## src/soc_pkg.sv

```systemverilog
`default_nettype none
package soc_pkg;
    // geometry, fixed
    localparam int N_BEAMS = 32;
    localparam int N_OUT = 2;
    localparam int N_ZONE = 4;
    localparam int N_DIN = 2;
    localparam int DIV_W = 24;
    localparam int TMR_W = 9;

    // timing: 1 ms base for the minimum pulse width
    localparam int CLK_PERIOD_NS = 5;
    localparam int MS_PERIOD_NS = 1000000;
    localparam int MS_CYCLES = MS_PERIOD_NS / CLK_PERIOD_NS;

    // register byte offsets
    localparam logic [7:0] OFS_OUT_CFG0 = 8'h00;
    localparam logic [7:0] OFS_OUT_CFG1 = 8'h04;
    localparam logic [7:0] OFS_ZONE0 = 8'h08;
    localparam logic [7:0] OFS_ZONE1 = 8'h0C;
    localparam logic [7:0] OFS_ZONE2 = 8'h10;
    localparam logic [7:0] OFS_ZONE3 = 8'h14;
    localparam logic [7:0] OFS_BLANK = 8'h18;
    localparam logic [7:0] OFS_DIN_ASSIGN = 8'h1C;
    localparam logic [7:0] OFS_STATUS = 8'h20;
    localparam logic [7:0] OFS_BEAMS = 8'h24;
    localparam logic [7:0] OFS_VALUE0 = 8'h28;
    localparam logic [7:0] OFS_VALUE1 = 8'h2C;

    // output config field positions
    localparam int F_FUNC = 0;
    localparam int F_ZONE = 3;
    localparam int F_CMP = 5;
    localparam int F_INV = 7;
    localparam int F_GATE_EN = 8;
    localparam int F_GATE_SEL = 9;
    localparam int F_GATE_POL = 10;
    localparam int F_THR = 16;
    localparam int F_MIN_MS = 24;
    // zone register field positions
    localparam int F_ZFIRST = 0;
    localparam int F_ZLAST = 8;

    // reset values
    localparam logic [31:0] OUT_CFG_RST = 32'h0000_0000;
    localparam logic [5:0] ZFIRST_RST = 6'h01;
    localparam logic [5:0] ZLAST_RST = 6'h20;
    localparam logic [31:0] BLANK_RST = 32'h0000_0000;

    // beam function select
    localparam logic [2:0] FN_BLOCKED_COUNT = 3'h0;
    localparam logic [2:0] FN_LAST_BLOCKED = 3'h1;
    localparam logic [2:0] FN_FIRST_BLOCKED = 3'h2;
    localparam logic [2:0] FN_CONSEC_BLOCKED = 3'h3;
    localparam logic [2:0] FN_CONSEC_COUNT = 3'h4;
    // comparison against threshold
    localparam logic [1:0] CMP_GE = 2'h0;
    localparam logic [1:0] CMP_LE = 2'h1;
    localparam logic [1:0] CMP_EQ = 2'h2;
    localparam logic [1:0] CMP_NZ = 2'h3;

    typedef struct packed {
        logic [7:0] addr;
        logic [31:0] wdata;
        logic wr;
        logic rd;
    } soc_bus_req_t;

    typedef struct packed {
        logic [N_OUT-1:0][31:0] out_cfg;
        logic [N_ZONE-1:0][5:0] zfirst;
        logic [N_ZONE-1:0][5:0] zlast;
        logic [N_BEAMS-1:0] blank;
        logic [N_DIN-1:0] din_other;
        logic [N_DIN-1:0] s1;
        logic [N_DIN-1:0] s2;
        logic [N_DIN-1:0] s3;
        logic [N_DIN-1:0] din;
        logic [DIV_W-1:0] div;
        logic tick;
        logic [N_OUT-1:0] gated;
        logic [N_OUT-1:0] outq;
        logic [N_OUT-1:0] pend;
        logic [N_OUT-1:0][TMR_W-1:0] timer;
        logic [31:0] rdata;
    } soc_state_t;
endpackage
`default_nettype wire

```

## src/soc_conditioner.sv

```systemverilog
// Function
// - each output can invert its level relative to the beam-function result.
// - each output holds a minimum pulse width in milliseconds.
// - an active pulse shorter than the minimum width is held active until it is reached.
// - a pulse already at least the minimum width passes with its length unchanged; the code may lengthen one under the minimum plus 1 ms.
// - the gap between two stretched pulses is also held for at least the minimum width.
// - with gating on, an output changes status only while the selected input is active.
// - the gating input can be set high active or low active.
// - gating takes effect only if the chosen input is not assigned to another function.
// - beams can be split into up to four zones numbered one to four.
// - each zone is bounded by a first-beam and a last-beam number.
// - each output selects its own function and zone and evaluates only that zone.
// - each zone offers count, last, first, consecutive and consecutive-count functions.
// - the count function gives the blocked beams in the zone, zero if none.
// - blanked beams are ignored by every function.
//
// Added by the designer: the register offsets and strobed register access.
`default_nettype none
module soc_conditioner #(
    parameter int unsigned P_MS_CYCLES = soc_pkg::MS_CYCLES
) (
    // clock and reset
    input wire logic i_clk,
    input wire logic i_rst_n,
    // register port
    input wire soc_pkg::soc_bus_req_t i_bus,
    output logic [31:0] o_rdata,
    // beam states from the scan logic, same clock
    input wire logic [soc_pkg::N_BEAMS-1:0] i_beam_blocked,
    // digital input pins, asynchronous
    input wire logic [soc_pkg::N_DIN-1:0] i_din,
    // switching outputs
    output logic [soc_pkg::N_OUT-1:0] o_switching_output
);
    import soc_pkg::*;

    soc_state_t st_r;
    soc_state_t st_nxt;
    logic [N_OUT-1:0][5:0] value;
    logic [N_OUT-1:0] hit;

    // zone-restricted beam functions; blanked beams neither extend nor break a run
    function automatic logic [5:0] beam_eval(input logic [N_BEAMS-1:0] blk,
            input logic [N_BEAMS-1:0] bl, input logic [5:0] lo, input logic [5:0] hi,
            input logic [2:0] fs);
        logic [5:0] cnt;
        logic [5:0] first;
        logic [5:0] last;
        logic [5:0] run;
        logic [5:0] best;
        logic [5:0] groups;
        logic prev;
        logic [5:0] idx;
        logic [5:0] res;
        cnt = 6'h00;
        first = 6'h00;
        last = 6'h00;
        run = 6'h00;
        best = 6'h00;
        groups = 6'h00;
        prev = 1'b0;
        res = 6'h00;
        for (int i = 0; i < N_BEAMS; i++) begin
            idx = 6'(i + 1);
            if (idx >= lo && idx <= hi && !bl[i]) begin
                if (blk[i]) begin
                    cnt = cnt + 6'h01;
                    if (first == 6'h00) begin
                        first = idx;
                    end
                    last = idx;
                    if (!prev) begin
                        groups = groups + 6'h01;
                    end
                    run = run + 6'h01;
                    if (run > best) begin
                        best = run;
                    end
                    prev = 1'b1;
                end else begin
                    run = 6'h00;
                    prev = 1'b0;
                end
            end
        end
        case (fs)
            FN_BLOCKED_COUNT: res = cnt;
            FN_LAST_BLOCKED: res = last;
            FN_FIRST_BLOCKED: res = first;
            FN_CONSEC_BLOCKED: res = best;
            FN_CONSEC_COUNT: res = groups;
            default: res = 6'h00;
        endcase
        return res;
    endfunction

    // per-output evaluation over its own zone
    for (genvar k = 0; k < N_OUT; k++) begin : g_eval
        logic [31:0] cfg;
        logic [1:0] zsel;
        logic [5:0] thr;
        assign cfg = st_r.out_cfg[k];
        assign zsel = cfg[F_ZONE +: 2];
        assign thr = cfg[F_THR +: 6];
        assign value[k] = beam_eval(i_beam_blocked, st_r.blank, st_r.zfirst[zsel],
            st_r.zlast[zsel], cfg[F_FUNC +: 3]);
        always_comb begin
            case (cfg[F_CMP +: 2])
                CMP_GE: hit[k] = value[k] >= thr;
                CMP_LE: hit[k] = value[k] <= thr;
                CMP_EQ: hit[k] = value[k] == thr;
                default: hit[k] = value[k] != 6'h00;
            endcase
        end
    end

    // next-state logic for registers, sync, timers and read data
    always_comb begin
        logic [31:0] c;
        logic sel;
        logic gate_ok;
        logic pre;
        logic [TMR_W-1:0] min_ms;
        c = 32'h0000_0000;
        sel = 1'b0;
        gate_ok = 1'b0;
        pre = 1'b0;
        min_ms = '0;
        st_nxt = st_r;

        // pins: three stages, accept a change once the last two agree
        st_nxt.s1 = i_din;
        st_nxt.s2 = st_r.s1;
        st_nxt.s3 = st_r.s2;
        for (int d = 0; d < N_DIN; d++) begin
            if (st_r.s2[d] == st_r.s3[d]) begin
                st_nxt.din[d] = st_r.s3[d];
            end
        end

        // millisecond enable; shared so all outputs see the same base
        st_nxt.tick = 1'b0;
        if (st_r.div >= DIV_W'(P_MS_CYCLES - 1)) begin
            st_nxt.div = '0;
            st_nxt.tick = 1'b1;
        end else begin
            st_nxt.div = st_r.div + DIV_W'(1);
        end

        // register writes
        if (i_bus.wr) begin
            case (i_bus.addr)
                OFS_OUT_CFG0: st_nxt.out_cfg[0] = i_bus.wdata;
                OFS_OUT_CFG1: st_nxt.out_cfg[1] = i_bus.wdata;
                OFS_ZONE0, OFS_ZONE1, OFS_ZONE2, OFS_ZONE3: begin
                    st_nxt.zfirst[i_bus.addr[3:2] - 2'h2] = i_bus.wdata[F_ZFIRST +: 6];
                    st_nxt.zlast[i_bus.addr[3:2] - 2'h2] = i_bus.wdata[F_ZLAST +: 6];
                end
                OFS_BLANK: st_nxt.blank = i_bus.wdata;
                OFS_DIN_ASSIGN: st_nxt.din_other = i_bus.wdata[N_DIN-1:0];
                default: ;
            endcase
        end

        // per output: gate, invert, stretch
        for (int k = 0; k < N_OUT; k++) begin
            c = st_r.out_cfg[k];
            sel = c[F_GATE_SEL];
            // input already used elsewhere leaves the output ungated
            gate_ok = !c[F_GATE_EN] || st_r.din_other[sel]
                || (st_r.din[sel] == c[F_GATE_POL]);
            if (gate_ok) begin
                st_nxt.gated[k] = hit[k];
            end
            pre = st_r.gated[k] ^ c[F_INV];
            min_ms = {1'b0, c[F_MIN_MS +: 8]};
            if (st_r.timer[k] != '0) begin
                // change blocked while the width timer runs, but remembered, so a
                // short pulse inside a held gap is not lost
                if (pre != st_r.outq[k]) begin
                    st_nxt.pend[k] = 1'b1;
                end
                if (st_r.tick) begin
                    st_nxt.timer[k] = st_r.timer[k] - TMR_W'(1);
                end
            end else if (pre != st_r.outq[k] || st_r.pend[k]) begin
                // one extra tick since the phase of the ms base is unknown
                st_nxt.outq[k] = ~st_r.outq[k];
                st_nxt.pend[k] = 1'b0;
                st_nxt.timer[k] = (min_ms == '0) ? '0 : min_ms + TMR_W'(1);
            end
        end

        // read data valid only in the cycle after the read strobe
        st_nxt.rdata = 32'h0000_0000;
        if (i_bus.rd) begin
            case (i_bus.addr)
                OFS_OUT_CFG0: st_nxt.rdata = st_r.out_cfg[0];
                OFS_OUT_CFG1: st_nxt.rdata = st_r.out_cfg[1];
                OFS_ZONE0, OFS_ZONE1, OFS_ZONE2, OFS_ZONE3: begin
                    st_nxt.rdata[F_ZFIRST +: 6] = st_r.zfirst[i_bus.addr[3:2] - 2'h2];
                    st_nxt.rdata[F_ZLAST +: 6] = st_r.zlast[i_bus.addr[3:2] - 2'h2];
                end
                OFS_BLANK: st_nxt.rdata = st_r.blank;
                OFS_DIN_ASSIGN: st_nxt.rdata[N_DIN-1:0] = st_r.din_other;
                OFS_STATUS: st_nxt.rdata[5:0] = {st_r.din, st_r.gated, st_r.outq};
                OFS_BEAMS: st_nxt.rdata = i_beam_blocked;
                OFS_VALUE0: st_nxt.rdata[5:0] = value[0];
                OFS_VALUE1: st_nxt.rdata[5:0] = value[1];
                default: st_nxt.rdata = 32'h0000_0000;
            endcase
        end
    end

    // state register
    always_ff @(posedge i_clk or negedge i_rst_n) begin
        if (!i_rst_n) begin
            st_r <= '0;
            st_r.out_cfg <= {N_OUT{OUT_CFG_RST}};
            st_r.zfirst <= {N_ZONE{ZFIRST_RST}};
            st_r.zlast <= {N_ZONE{ZLAST_RST}};
            st_r.blank <= BLANK_RST;
        end else begin
            st_r <= st_nxt;
        end
    end

    assign o_rdata = st_r.rdata;
    assign o_switching_output = st_r.outq;
endmodule
`default_nettype wire

```

## config.mk

```make
export PLATFORM = sky130hd
export DESIGN_NAME = soc_conditioner
export DESIGN_NICKNAME = d
export VERILOG_FILES = /design/src/soc_pkg.sv /design/src/soc_conditioner.sv
export SDC_FILE = /design/constraint.sdc
export NUM_CORES = 2
export LEC_CHECK = 0
export BUFFER_PORTS_ARGS = -buffer_cell sky130_fd_sc_hd__buf_4
export CAP_MARGIN = 20
export CORE_MARGIN = 2
export CORE_UTILIZATION = 25
export DETAILED_ROUTE_END_ITERATION = 10
export PLACE_DENSITY = 0.49
export SLEW_MARGIN = 20
export SYNTH_ARGS = -nofsm -noshare
export SYNTH_HDL_FRONTEND = slang
export SYNTH_SLANG_ARGS = --single-unit
```

## constraint.sdc

```tcl
create_clock -name i_clk -period 56.8 [get_ports i_clk]
set_input_delay 5.68 -clock i_clk [delete_from_list [all_inputs] [get_ports i_clk]]
set_output_delay 5.68 -clock i_clk [all_outputs]
set_load 0.05 [all_outputs]
```

==> qor.yml <==
die:
  initial_core_util: 0.251
  die_w_um: 473
  ios: 112
  num_rows: 172
  core_um2: 219000
  fp.dieArea_um2: 224000
  die_h_um: 473
power:
  ir_worst_vdd_mv: 0.0274
  leakagePower_nw: 25.6
  cellPowerDensity_nw_per_um2: 41.0
place:
  post-dp-hpwl_mm: 181
  placed_area_um2: 59400
  dpl_worst_slack_ns: -1.49
  dp.cells: 10400
  place.port_buffers: 111
  gp_congestion: 0.931
timing:
  worst_clock_skew_ns: 0.0134
  drv_slew: 0
  slew_headroom: 0.223
  finalSetupViolCount: 0
  fin_ws_ns: 2.85
  hold_viol: 0
  worstMarginPinSlew_ns: 1.16
  tns_ns: 0
  max_clock_freq_ghz: 0.0185
  fin_crit_sh: 0.950
  min_period_ns: 53.95
finish:
  layout.nets: 8161
  design_area_um2: 61500
  fin_cells: 10500
  drive_gt1_frac: 0.134
  area_growth_pct: 11.9
cts:
  clkSinkCount: 235
  clkLatencyLatePin_ns: 0.55
  clockBufferDepth: 3
  hold_buffers: 0
  clock-root-buffer: "clkbuf_16"
  cts_inserted_buffers: 22
  clk_pin_slew_ns: 0.07
  cts_tree: "yes"
  htreeDepth: 1
yosys:
  async_reset_ff_frac: 1.00
  ys_ff_latch: 235
  synth_commonest_cells: "780 x nand2_1, 684 x nor2_1, 520 x a21oi_1"
  yosysMostFrequentCell: "nand2_1"
  synth_top_area_frac: 0.114
  synth_area_leader_cell: "ha_1"
  ys_seq_area_frac: 0.107
  synth_cells: 7538
  netlist-cell-type-count: 129
  synth_edf_count: 0
  synth.top_cells.by_area: "ha_1 11%, dfrtp_1 10%, xnor2_1 7.1%"
  synth_area_per_cell_um2: 7.30
  syn_area_um2: 55000
  synth_flop_cell: "dfrtp_1"
  synth_warnings: 0
worst_setup_path:
  startpoint_type: "input port"
  crit_slowest_cell: "a2111o_1"
  cp_max_fo: 11
  cp_common_cell: "ha_1"
  cp.required_ns: 57.23
  crit_type: "input port to flip-flop"
  crit_arrival_ns: 54.38
  max_stage_delay_ns: 0.50
  end_kind: "flip-flop"
global_routing:
  track_usage: 0.186
  grt_pass1_vias: 56200
  grt_max_degree: 126
  grt_pass1_wl_mm: 333
  antenna_found_initial: 11
  overflow: 0
min_path:
  min_path_type: "flip-flop to flip-flop"
routing:
  drt_iter0_markers: 5167
  vias: 58800
  avgRoutedWirePerCell_um: 21.0
  antenna_left: 0
  vias_per_cell: 5.61
  drc: 0
  drt-pass1-iter-count: 6
  totalWireLength_mm: 220
outcome:
  outcome: "completed"
run:
  drv_cap: 0
[final cells by class]
class	instances	area, µm²
Clock inverter	10	115
Fill cell	23700	158000
Antenna cell	4	10.0
Sequential cell	235	5890
Tap cell	2871	3590
Multi-Input combinational cell	6584	47400
Clock buffer	29	627
Inverter	453	1700
Timing Repair Buffer	288	2190
[layer usage]
metal	share of wire	GRT usage	up-vias
met4	0.034	0.0595	4
met5	0.00012	0	-
met1	0.45	0.251	28900
met3	0.050	0.0120	283
met2	0.46	0.314	1755
li1	-	-	27900
[placed cells by master, fill, tap and decap left out, types with 36 or more instances in the layout]
cell | synthesis | layout
a22oi_1 | 87 | 87
dfrtp_1 | 227 | 227
buf_4 | 36 | 285
nand2_1 | 780 | 777
o21a_1 | 83 | 83
o22ai_1 | 54 | 54
nand4_1 | 84 | 84
mux4_2 | 36 | 36
nor3_1 | 194 | 188
xnor2_1 | 447 | 447
o21ai_0 | 377 | 347
o31ai_1 | 49 | 44
ha_1 | 499 | 496
inv_1 | 441 | 440
and2_1 | 102 | 102
nor2b_1 | 57 | 57
nand3_1 | 270 | 266
nor4_1 | 64 | 51
and3_1 | 129 | 129
a21o_1 | 134 | 134
xor2_1 | 194 | 194
mux2i_1 | 216 | 185
o211ai_1 | 58 | 58
a21oi_2 | 3 | 39
or3_1 | 83 | 81
a211oi_1 | 76 | 74
nor2_1 | 684 | 672
a31oi_1 | 70 | 66
a21oi_1 | 520 | 480
or2_2 | 51 | 51
mux2_2 | 319 | 315
o21ai_1 | 38 | 46
or4_1 | 43 | 43
nand2b_1 | 76 | 75
[per-stage QoR]
| stage | power (mW) | utilization | hold slack [ns] |
|---|---|---|---|
| after floorplan | 1.69 | - | 0.331 |
| after global placement | 2.14 | 0.271 | 0.332 |
| after detailed placement | 2.18 | 0.271 | 0.338 |
| after CTS | 2.36 | 0.274 | 0.353 |
| after global routing | 2.79 | 0.281 | 0.358 |
| final | 2.52 | 0.281 | 0.353 |
[final timing paths]
path                                    from     endpoint  slack [ns]  cells past startpoint
min in group asynchronous            i_rst_n  o_rdata[23]        5.25                      1
hold reg to reg                   st_nxt[85]   st_nxt[83]        0.35                      0
hold / removal                    st_nxt[85]   st_nxt[83]        0.35                      0
setup reg to reg            g_eval[1].cfg[3]     st_r[55]        5.59                    262
max in group asynchronous            i_rst_n    st_r[151]       49.47                      3
setup / recovery           i_beam_blocked[0]     st_r[54]        2.85                    268
[registers in the layout, indices dropped and copies added (netlist names)]
register,cells
st_r,133
st_nxt,4
o_switching_output,2
o_rdata,32
g_eval.cfg,64
[cells by family (layout without fill, tap and decap cells)]
family / count (synthesis) / count (layout) / synth area share
adders and majority gates: 527 / 527 / 0.119
DFF: 235 / 235 / 0.107
buffers and inverters: 739 / 780 / 0.0535
and+or+nand+nor: 2750 / 2752 / 0.242
xor gates and xnor gates: 641 / 641 / 0.102
other: 2 / 24 / 0.000137
muxes: 580 / 580 / 0.122
AOI/OAI and AO/OA: 2064 / 2064 / 0.254
[power breakdown]
part / internal [mW] / total, mW / switching, mW / leakage [nW]
logic: 0.849 / 2.17 / 1.32 / 22.1
clock network: 0.0839 / 0.155 / 0.0706 / 0.354
registers: 0.181 / 0.201 / 0.0206 / 3.14
total: 1.11 / 2.52 / 1.41 / 25.6
[repair_timing]
item,in CTS,in global routing
hold endpoints to repair,0,0
pin swaps,0,34
buffers inserted,0,46
cloned,0,3
resized for setup,8,221
setup endpoints to repair,7,8
[critical path: cells and delay by family]
kind | cells | cell delay [ns]
XOR/XNOR | 1 | 0.14
buffers and inverters | 36 | 4.16
multiplexers | 24 | 7.64
AND/OR/NAND/NOR | 59 | 7.81
adder cells (fa/ha/maj) | 38 | 10.60
AO/OA/AOI/OAI | 110 | 18.18
(Power assumes the default switching activity.)
